File: config.mk
export PLATFORM = sky130hd
export DESIGN_NAME = radio_sleep_wake_controller
export DESIGN_NICKNAME = d
export VERILOG_FILES = /design/src/verilog/radio_sleep_wake_controller.v
export VERILOG_INCLUDE_DIRS = /design/src /design/src/verilog
export SDC_FILE = /design/constraint.sdc
export NUM_CORES = 1
export LEC_CHECK = 0
export BUFFER_PORTS_ARGS = -buffer_cell sky130_fd_sc_hd__buf_2
export CORE_MARGIN = 3
export CORE_UTILIZATION = 35
export CTS_BUF_LIST = sky130_fd_sc_hd__clkbuf_8
export DETAILED_ROUTE_END_ITERATION = 8
export GPL_ROUTABILITY_DRIVEN = 0
export PLACE_DENSITY = 0.51
export SYNTH_ARGS = -nofsm -noshare
export SYNTH_HDL_FRONTEND = slang
export SYNTH_SLANG_ARGS = --single-unit
File: constraint.sdc
create_clock -name clk_i -period 5.9 [get_ports clk_i]
set_input_delay 0 -clock clk_i [delete_from_list [all_inputs] [get_ports clk_i]]
set_output_delay 0 -clock clk_i [all_outputs]
set_load 0.02 [all_outputs]
File: src/verilog/sleep_wake_defs.vh
/*
  Constants for the radio sleep and wake controller: register byte offsets,
  field positions, reset values, accepted ranges and time-base counts.
  Assumes a 50 MHz system clock and word-aligned AHB-Lite register access.
*/
`ifndef SLEEP_WAKE_DEFS_VH
`define SLEEP_WAKE_DEFS_VH

// Register byte offsets
`define OFS_MODE 12'h000
`define OFS_OPTIONS 12'h004
`define OFS_WAKE_PERIOD 12'h008
`define OFS_SLEEP_PERIOD 12'h00c
`define OFS_MISSED_SYNC_CYCLES 12'h010
`define OFS_CYCLES_PER_FULL_WAKE 12'h014
`define OFS_MISSED_SYNC_TALLY 12'h018
`define OFS_STATUS 12'h01c

// Sleep mode codes
`define MODE_NEVER 4'h0
`define MODE_PIN 4'h1
`define MODE_ASYNC 4'h4
`define MODE_ASYNC_PIN 4'h5
`define MODE_SUPPORT 4'h7
`define MODE_SYNC 4'h8

// Option bit positions
`define OPT_PREF_COORD 0
`define OPT_NON_COORD 1
`define OPT_STATUS_MSG 2
`define OPT_NO_EARLY_WAKE 3
`define OPT_NODE_EQUAL 4
`define OPT_NO_LONE_REPEAT 5
`define OPT_ALWAYS_WAKE 8
`define OPT_DEFINED_MASK 9'h13f

// Reset values
`define RST_MODE 4'h0
`define RST_OPTIONS 9'h002
`define RST_WAKE_PERIOD 22'h0007d0
`define RST_SLEEP_PERIOD 21'h0000c8
`define RST_CYCLES_PER_FULL_WAKE 16'h0001

// Accepted ranges
`define WAKE_MIN 22'h000045
`define WAKE_MAX 22'h36ee80
`define SLEEP_MIN 21'h000001
`define SLEEP_MAX 21'h15f900
`define TALLY_MAX 16'hffff

// Time base: 1 ms and 10 ms ticks at 50 MHz
`define CLK_HZ 50000000
`define MS_TICK_NS 1000000
`define CLK_NS 20
`define MS_CYCLES (`MS_TICK_NS / `CLK_NS)
`define TEN_MS_PER_MS 10
// Brief data check on reduced wake cycles, in ms
`define CHECK_MS 22'h000001

`endif
File: src/verilog/radio_sleep_wake_controller.v
/*
  Sleep and wake controller for a radio module, with an AHB-Lite register
  slave. Assumes the host drives the sleep request pin asynchronously and
  that activity and sync events come from same-clock logic as 1-cycle pulses.
*/
`timescale 1ns/1ns
`include "sleep_wake_defs.vh"

module radio_sleep_wake_controller (
  input wire clk_i,
  input wire rst_n_i,
  input wire hsel_i,
  input wire [31:0] haddr_i,
  input wire [1:0] htrans_i,
  input wire hwrite_i,
  input wire [2:0] hsize_i,
  input wire [31:0] hwdata_i,
  input wire hready_i,
  output reg [31:0] hrdata_o,
  output wire hreadyout_o,
  output wire hresp_o,
  input wire sleep_request_pin_i,
  input wire data_activity_i,
  input wire sync_received_i,
  input wire sync_missed_i,
  input wire [21:0] min_sync_wake_i,
  output reg asleep_o,
  output reg network_wake_o
);

  // Sequencer states.
  // AWAKE rests here in modes 0 and 7, and in mode 1 while the pin is low.
  // SLEEP powers the radio down; the sleep period or the pin level runs it.
  // WAKE is the cyclic awake window, timed in milliseconds.
  // CHECK is the short look for pending data on a reduced wake cycle.
  // Codes are plain binary; spare codes fall back to AWAKE.
  // The status register exposes the code, so keep the encoding stable.

  localparam [2:0] ST_AWAKE = 3'h0;
  localparam [2:0] ST_SLEEP = 3'h1;
  localparam [2:0] ST_WAKE = 3'h2;
  localparam [2:0] ST_CHECK = 3'h3;

  // Software-visible settings.
  // mode holds only accepted codes, so the decode below never sees junk.
  // options keeps the defined bits only; undefined bits read back zero.
  // wake_period is in ms and sleep_period in 10 ms steps.
  // cycles_per_full_wake is never zero, which keeps full_due well defined.
  // missed_sync_cycles is read-only and restarts on every sync message.
  // missed_sync_tally saturates rather than wrapping, so a long outage
  // cannot masquerade as a healthy link.

  reg [3:0] mode;
  reg [8:0] options;
  reg [21:0] wake_period;
  reg [20:0] sleep_period;
  reg [15:0] cycles_per_full_wake;
  reg [15:0] missed_sync_cycles;
  reg [15:0] missed_sync_tally;

  // Sequencer state and its timers.
  // phase_cnt counts ms in WAKE and CHECK, and 10 ms steps in SLEEP;
  // it is wide enough for the largest wake period.
  // period_cnt counts reduced wake cycles between full wakes.
  // ms_div and ten_div form the 1 ms and 10 ms enable pulses.

  reg [2:0] state;
  reg [21:0] phase_cnt;
  reg [15:0] period_cnt;
  reg [15:0] ms_div;
  reg [3:0] ten_div;
  wire ms_tick = (ms_div == `MS_CYCLES - 1);
  wire ten_tick = ms_tick && (ten_div == `TEN_MS_PER_MS - 1);

  // Host sleep request pin.
  // It arrives from outside the clock domain, so only pin_sync and
  // pin_prev are read by logic; pin_meta feeds nothing but pin_sync.
  // pin_prev resets to the idle low level, so no false edge after reset.

  reg pin_meta;
  reg pin_sync;
  reg pin_prev;
  wire pin_fall = pin_prev && !pin_sync;

  // Register bus.
  // Every transfer completes with no wait state, so hreadyout is tied
  // high and the response is always OKAY.
  // A write is latched in its address phase and applied at the end of
  // its data phase, when hwdata is valid.
  // Only single aligned word transfers are expected; hsize is not decoded,
  // so a narrow write would still update the whole register.

  // AHB-Lite: zero-wait slave, always OKAY
  reg wr_pend;
  reg [11:0] wr_addr;
  wire ahb_go = hsel_i && hready_i && htrans_i[1];
  assign hreadyout_o = 1'b1;
  assign hresp_o = 1'b0;

  wire is_async = (mode == `MODE_ASYNC) || (mode == `MODE_ASYNC_PIN);
  wire is_sync = (mode == `MODE_SYNC);
  wire cyclic = is_async || is_sync;
  // Sync mode enforces a floor on awake time set by network timing logic
  wire [21:0] eff_wake = (is_sync && wake_period < min_sync_wake_i) ?
                         min_sync_wake_i : wake_period;

  // Write acceptance.
  // A rejected write leaves the old setting untouched and raises no error,
  // since the bus response is always OKAY; software reads back to confirm.
  // Upper data bits must be zero for a timing value to count as in range,
  // otherwise a large value would alias into the accepted window.
  // The option check only refuses the coordinator pair; other bits pass.

  wire mode_ok = (hwdata_i[31:0] == 32'h0) || (hwdata_i == 32'h1) ||
                 (hwdata_i == 32'h4) || (hwdata_i == 32'h5) ||
                 (hwdata_i == 32'h7) || (hwdata_i == 32'h8);
  wire opt_ok = !(hwdata_i[`OPT_PREF_COORD] && hwdata_i[`OPT_NON_COORD]);
  wire wake_ok = (hwdata_i[31:22] == 10'h0) && (hwdata_i[21:0] >= `WAKE_MIN) &&
                 (hwdata_i[21:0] <= `WAKE_MAX);
  wire sleep_ok = (hwdata_i[31:21] == 11'h0) && (hwdata_i[20:0] >= `SLEEP_MIN) &&
                  (hwdata_i[20:0] <= `SLEEP_MAX);
  wire n_ok = (hwdata_i[31:16] == 16'h0) && (hwdata_i[15:0] != 16'h0);
  wire do_wr = wr_pend;

  // Address phase capture.
  // wr_pend marks the data phase of a write; wr_addr keeps its offset.
  // Back-to-back transfers are fine: each address phase overwrites the
  // capture only after the previous data phase has been consumed.
  // The offset is cut to 12 bits; higher address bits are not decoded.

  always @(posedge clk_i or negedge rst_n_i) begin
    if (!rst_n_i) begin
      wr_pend <= 1'b0;
      wr_addr <= 12'h000;
    end else begin
      wr_pend <= ahb_go && hwrite_i;
      wr_addr <= haddr_i[11:0];
    end
  end

  // Settings registers.
  // Each field is written only at its own offset and only when valid.
  // Options are masked to the defined bits before they are stored.
  // A mode change takes effect on the sequencer at the next clock:
  // leaving a cyclic mode returns to AWAKE from WAKE, and from SLEEP unless mode 1 sees the pin high; CHECK first ends its window in SLEEP or WAKE.
  // Changing a timing value mid-period affects the running period,
  // because the compare uses the live setting.

  always @(posedge clk_i or negedge rst_n_i) begin
    if (!rst_n_i) begin
      mode <= `RST_MODE;
      options <= `RST_OPTIONS;
      wake_period <= `RST_WAKE_PERIOD;
      sleep_period <= `RST_SLEEP_PERIOD;
      cycles_per_full_wake <= `RST_CYCLES_PER_FULL_WAKE;
    end else if (do_wr) begin
      if (wr_addr == `OFS_MODE && mode_ok)
        mode <= hwdata_i[3:0];
      if (wr_addr == `OFS_OPTIONS && opt_ok)
        options <= hwdata_i[8:0] & `OPT_DEFINED_MASK;
      if (wr_addr == `OFS_WAKE_PERIOD && wake_ok)
        wake_period <= hwdata_i[21:0];
      if (wr_addr == `OFS_SLEEP_PERIOD && sleep_ok)
        sleep_period <= hwdata_i[20:0];
      if (wr_addr == `OFS_CYCLES_PER_FULL_WAKE && n_ok)
        cycles_per_full_wake <= hwdata_i[15:0];
    end
  end

  // Read data registered at the address phase; zero-wait data phase follows
  always @(posedge clk_i or negedge rst_n_i) begin
    if (!rst_n_i) begin
      hrdata_o <= 32'h0;
    end else if (ahb_go && !hwrite_i) begin
      case (haddr_i[11:0])
        `OFS_MODE: hrdata_o <= {28'h0, mode};
        `OFS_OPTIONS: hrdata_o <= {23'h0, options};
        `OFS_WAKE_PERIOD: hrdata_o <= {10'h0, eff_wake};
        `OFS_SLEEP_PERIOD: hrdata_o <= {11'h0, sleep_period};
        `OFS_MISSED_SYNC_CYCLES: hrdata_o <= {16'h0, missed_sync_cycles};
        `OFS_CYCLES_PER_FULL_WAKE: hrdata_o <= {16'h0, cycles_per_full_wake};
        `OFS_MISSED_SYNC_TALLY: hrdata_o <= {16'h0, missed_sync_tally};
        `OFS_STATUS: hrdata_o <= {28'h0, pin_sync, state};
        default: hrdata_o <= 32'h0;
      endcase
    end
  end

  // The status word reports the synchronised pin and the state code.
  // Reads of the wake period return the effective value, so the sync
  // mode floor is visible to software.
  // Unmapped offsets read zero.

  // Pin passes two flops before any logic looks at it
  always @(posedge clk_i or negedge rst_n_i) begin
    if (!rst_n_i) begin
      pin_meta <= 1'b0;
      pin_sync <= 1'b0;
      pin_prev <= 1'b0;
    end else begin
      pin_meta <= sleep_request_pin_i;
      pin_sync <= pin_meta;
      pin_prev <= pin_sync;
    end
  end

  // Time base.
  // ms_tick is a one-cycle pulse every 1 ms; ten_tick every tenth of them.
  // Both run freely, so the first tick of a period may come early by up
  // to one tick; this is the price of a single shared divider.

  always @(posedge clk_i or negedge rst_n_i) begin
    if (!rst_n_i) begin
      ms_div <= 16'h0;
      ten_div <= 4'h0;
    end else if (ms_tick) begin
      ms_div <= 16'h0;
      ten_div <= (ten_div == `TEN_MS_PER_MS - 1) ? 4'h0 : ten_div + 4'h1;
    end else begin
      ms_div <= ms_div + 16'h1;
    end
  end

  // With N of one every wake is full; larger N inserts N-1 reduced
  // wakes between full ones.
  // Sync mode ignores N entirely.

  // A full wake is due when the period counter has run N sleeps;
  // sync mode always wakes fully
  wire full_due = is_sync || (period_cnt >= cycles_per_full_wake - 16'h1);

  // Sleep sequencer.
  // asleep_o is the indicator line: low in reset, then high while the device is fully awake.
  // network_wake_o stays low in CHECK, as left by SLEEP, since CHECK never drives it,
  // while asleep_o stays low so the host is not disturbed.
  // In mode 1 the pin level alone decides, with two cycles of latency
  // from the synchroniser.
  // In mode 5 a falling pin edge ends a sleep early and always gives a
  // full wake, whatever the N count says.
  // In modes 4 and 5, data in WAKE restarts the wake window unless the always-wake option
  // is set; data in CHECK promotes the cycle to a full wake.

  always @(posedge clk_i or negedge rst_n_i) begin
    if (!rst_n_i) begin
      state <= ST_AWAKE;
      phase_cnt <= 22'h0;
      period_cnt <= 16'h0;
      asleep_o <= 1'b0;
      network_wake_o <= 1'b1;
    end else begin
      case (state)
        ST_AWAKE: begin
          asleep_o <= 1'b1;
          network_wake_o <= 1'b1;
          phase_cnt <= 22'h0;
          if (mode == `MODE_PIN && pin_sync)
            state <= ST_SLEEP;
          else if (cyclic)
            state <= ST_WAKE;
        end
        ST_SLEEP: begin
          asleep_o <= 1'b0;
          network_wake_o <= 1'b0;
          if (mode == `MODE_PIN) begin
            if (!pin_sync)
              state <= ST_AWAKE;
          end else if (!cyclic) begin
            state <= ST_AWAKE;
          end else if ((mode == `MODE_ASYNC_PIN && pin_fall) ||
                       (ten_tick && phase_cnt + 22'h1 >= {1'b0, sleep_period})) begin
            phase_cnt <= 22'h0;
            if (full_due || (mode == `MODE_ASYNC_PIN && pin_fall)) begin
              period_cnt <= 16'h0;
              asleep_o <= 1'b1;
              state <= ST_WAKE;
            end else begin
              period_cnt <= period_cnt + 16'h1;
              state <= ST_CHECK;
            end
          end else if (ten_tick) begin
            phase_cnt <= phase_cnt + 22'h1;
          end
        end
        ST_WAKE: begin
          asleep_o <= 1'b1;
          network_wake_o <= 1'b1;
          if (!cyclic) begin
            state <= ST_AWAKE;
          end else if (is_async && data_activity_i && !options[`OPT_ALWAYS_WAKE]) begin
            phase_cnt <= 22'h0;
          end else if (ms_tick && phase_cnt + 22'h1 >= eff_wake) begin
            phase_cnt <= 22'h0;
            asleep_o <= 1'b0;
            state <= ST_SLEEP;
          end else if (ms_tick) begin
            phase_cnt <= phase_cnt + 22'h1;
          end
        end
        ST_CHECK: begin
          asleep_o <= 1'b0;
          if (data_activity_i) begin
            phase_cnt <= 22'h0;
            asleep_o <= 1'b1;
            state <= ST_WAKE;
          end else if (ms_tick && phase_cnt + 22'h1 >= `CHECK_MS) begin
            phase_cnt <= 22'h0;
            state <= ST_SLEEP;
          end else if (ms_tick) begin
            phase_cnt <= phase_cnt + 22'h1;
          end
        end
        default: state <= ST_AWAKE;
      endcase
    end
  end

  // Missed sync bookkeeping.
  // The cycle count rises once per sync mode wake start and clears on
  // any received sync message; both counters stop at all ones.

  // Wake-cycle start in sync mode advances the missed-cycle count
  wire wake_start = is_sync && state == ST_SLEEP && ten_tick &&
                    phase_cnt + 22'h1 >= {1'b0, sleep_period};
  wire tally_clr = do_wr && wr_addr == `OFS_MISSED_SYNC_TALLY && hwdata_i == 32'h0;

  // The tally clears only on a write of zero; other written values are
  // ignored, because the tally is not meant to be preset.
  // A miss in the same cycle as the clear is kept, not lost.
  // Writes of zero clear it even outside sync mode.

  always @(posedge clk_i or negedge rst_n_i) begin
    if (!rst_n_i) begin
      missed_sync_cycles <= 16'h0;
      missed_sync_tally <= 16'h0;
    end else begin
      if (sync_received_i)
        missed_sync_cycles <= 16'h0;
      else if (wake_start && missed_sync_cycles != 16'hffff)
        missed_sync_cycles <= missed_sync_cycles + 16'h1;
      // Event wins over a clear in the same cycle
      if (sync_missed_i && missed_sync_tally != `TALLY_MAX)
        missed_sync_tally <= missed_sync_tally + 16'h1;
      else if (sync_missed_i)
        missed_sync_tally <= missed_sync_tally;
      else if (tally_clr)
        missed_sync_tally <= 16'h0;
    end
  end

endmodule // radio_sleep_wake_controller

==> metrics <==
status finished, final reports clean; CTS Buf Count 39; Mapped Cells 1363; I/O pin count 136; GRT Util Overall 0.2108; CP max FO 18; Req. time, crit path around 6300 ps; syn avg cell area 9.417 um^2; CTS clk-pin slew, worst paths about 60 ps; Final Slew Violations 0; CP Cell Sequence ha_1 > nand4_1 > nor2_1 > a2111oi_0 > o211ai_1 > a211oi_4 > buf_4 > mux2i_1 > ha_1 > a21oi_1 > o21ai_0 > a2111oi_0 > o21a_1 > o21ai_0 > o31ai_4 > a31oi_4 > buf_4 > o22ai_1; Tmin final 5326 ps; Hold Path Class input pin to async pin; post-CTS setup buffer count 0; Worst R2R Start wake_period[19]$_DFFE_PN0P_; post-DP HPWL 30110 um; latest clock arrival within the worst-skew pair between 500 and 600 ps; die area 39000 um^2; H-tree levels 2; footprint of the multi-input gates 7236 um^2; top_reg_cell synth dfrtp_1; Antenna Cells 0; commonest non-fill, non-tap cell in the layout dfrtp_1; first-pass GRT wire length approximately 64000 um; root buf cell clkbuf_8; sequential fraction of the synthesis area 0.3950; vias in the first global route 10940; CTS Hold Bufs 65; DP Area 13870 um^2; Layout Area Growth over Synthesis 19.17%; largest net degree at the start of global routing 155; Initial Util 0.3582; Reg area 5070 um^2; slowest CP cell a211oi_4; Crit. End Element flop; commonest non-fill, non-tap cells in the layout dfrtp_1, nand2_1, inv_1, buf_2, o21ai_0; Die Y 197.5 um; Fin Clk Skew 29.79 ps; Setup CP Type flop to flop; Tcrit/Tclk final 0.9027; cell area after layout 15290 um^2; drt pass-1 iters 5; total leakage power 6.988 nW; DIE WIDTH 197.5 um; Final nets 1726; asr flop ratio synth 1.000; Post-CTS Resized 0; 1st-iter DRT viols roughly 690; grt met3 use 0.03309; Yosys Warn Count 0; vias per cell 5.447; fmax 187.8 MHz; Port Buf Inserts between 90 and 100; maximum vdd ir drop about 0.16 mV; met1 Track Usage GR 0.2987; CTS tree yes; GR Util met2 0.3298; total core area 35830 um^2; CP Launch Type flop; r2r worst-path depth 18; drt wl/cell ~20 um; layout cell share with drive strength beyond 1 0.1866; RSZ-0062 raised after global routing no; reg-to-reg slack, setup 570 ps; final hold slack 37.37 ps; DR vias 11060; mapped cell area 12830 um^2; Max Cap Viol 0; DRT antenna net count 0; Filler cells 3544; Bufs on Longest Clock Path 3; max incr delay on CP 540 ps; worst r2r dst phase_cnt[8]$_DFFE_PN0P_; Netlist cell types 77; Fin. Hold Viols 0; Worst-Margin Slew between 1000 and 1500 ps; Yosys reg bits 202; setup_tns 0 ps; setup violators final 0; Site Rows 69; Slew headroom 0.2552; antenna violations before repair 1; global route hottest layer met2; PD cells 194.4 nW/um^2; DRC errors left 0; CTS Sinks 202; worst path arrival time between 5000 and 6000 ps; EDFF count, synth 0; final WL 40740 um; GRT overflow 0
==> routing by layer <==
metal | routed length, um | up-vias
li1 | - | 5329
met1 | 19220 | 5345
met2 | 18080 | 312
met3 | 2025 | 75
met4 | 1399 | 2
met5 | 13 | -
==> Yosys cell counts (12+ instances only) <==
library cell | number | area share
dfrtp_1 | 190 | 0.37
nand2_1 | 134 | 0.039
o21ai_0 | 91 | 0.035
nor2_1 | 90 | 0.026
ha_1 | 87 | 0.085
inv_1 | 81 | 0.024
mux2_2 | 70 | 0.061
nand3_1 | 59 | 0.023
a22oi_1 | 47 | 0.027
a21oi_1 | 42 | 0.016
xnor2_1 | 42 | 0.029
nand4_1 | 33 | 0.016
clkbuf_1 | 30 | 0.0088
mux2i_1 | 23 | 0.018
nor3_1 | 23 | 0.0090
xor2_1 | 21 | 0.014
a21o_1 | 20 | 0.012
and3_1 | 20 | 0.0097
nor4_1 | 20 | 0.0097
o31ai_1 | 17 | 0.0099
buf_4 | 13 | 0.0076
or3_1 | 13 | 0.0063
dfstp_2 | 12 | 0.025
==> critical path: cells and delay by family (launching register included) <==
kind | cells | cell delay, ps
AOI/OAI and AO/OA | 11 | 3000
adders and majority gates | 2 | 500
buffers and inverters | 2 | 670
DFF | 1 | 390
muxes | 1 | 330
and+or+nand+nor | 2 | 230
==> state kept, by name (all words and copies together), names as in the netlist, 2 cells and up <==
| signal | flops |
|---|---|
| cycles_per_full_wake | 16 |
| wr_addr | 12 |
| missed_sync_tally | 16 |
| missed_sync_cycles | 16 |
| options | 7 |
| phase_cnt | 22 |
| wake_period | 22 |
| ten_div | 4 |
| sleep_period | 21 |
| mode | 4 |
| ms_div | 16 |
| period_cnt | 16 |
| state | 2 |
| hrdata_o | 22 |
==> cell families (layout without fill, tap and decap cells) <==
group,count (synthesis),count (layout),share of synthesized area
adder cells (fa/ha/maj),87,87,0.08481
other,2,12,0.0005851
AO/OA/AOI/OAI,308,308,0.1638
XOR/XNOR,63,63,0.04299
buffers and inverters,142,339,0.04816
multiplexers,93,93,0.07935
AND/OR/NAND/NOR,466,466,0.1853
flip-flops,202,202,0.3950
==> power breakdown <==
part	switching, mW	leakage, nW	internal [mW]
sequential	0.0204	2.71	1.40
combinational	0.108	3.82	0.0704
clock	0.656	0.455	0.717
total	0.784	6.99	2.19
==> through the flow <==
stage	total power [mW]	utilization	worst slack, ps	instances
6_report	2.973	0.4269	574.2	2031
5_1_grt	3.098	0.4269	208.8	2031
4_1_cts	3.021	0.4269	594.3	2031
3_5_place_dp	1.590	0.3871	614.3	1894
3_3_place_gp	1.588	0.3871	697.4	1894
2_1_floorplan	1.493	-	1161	1373
==> worst max path at each step <==
stage / end / from / cells after the start
finish: phase_cnt[8]$_DFFE_PN0P_ / wake_period[19]$_DFFE_PN0P_ / 18
global route: phase_cnt[1]$_DFFE_PN0P_ / wake_period[19]$_DFFE_PN0P_ / 18
CTS: phase_cnt[1]$_DFFE_PN0P_ / wake_period[19]$_DFFE_PN0P_ / 18
detailed placement: phase_cnt[8]$_DFFE_PN0P_ / wake_period[19]$_DFFE_PN0P_ / 18
floorplan: phase_cnt[1]$_DFFE_PN0P_ / wake_period[8]$_DFFE_PN1P_ / 20
global placement: phase_cnt[1]$_DFFE_PN0P_ / wake_period[19]$_DFFE_PN0P_ / 18
==> area by class of cell <==
class / count / share of cell area
Inverter: 81 / 0.01988
Sequential cell: 202 / 0.3315
Multi-Input combinational cell: 1029 / 0.4731
Timing Repair Buffer: 186 / 0.08827
Clock buffer: 46 / 0.04139
Tap cell: 461 / 0.03771
Clock inverter: 26 / 0.008181
No activity file was read; power rests on OpenSTA's default activity.
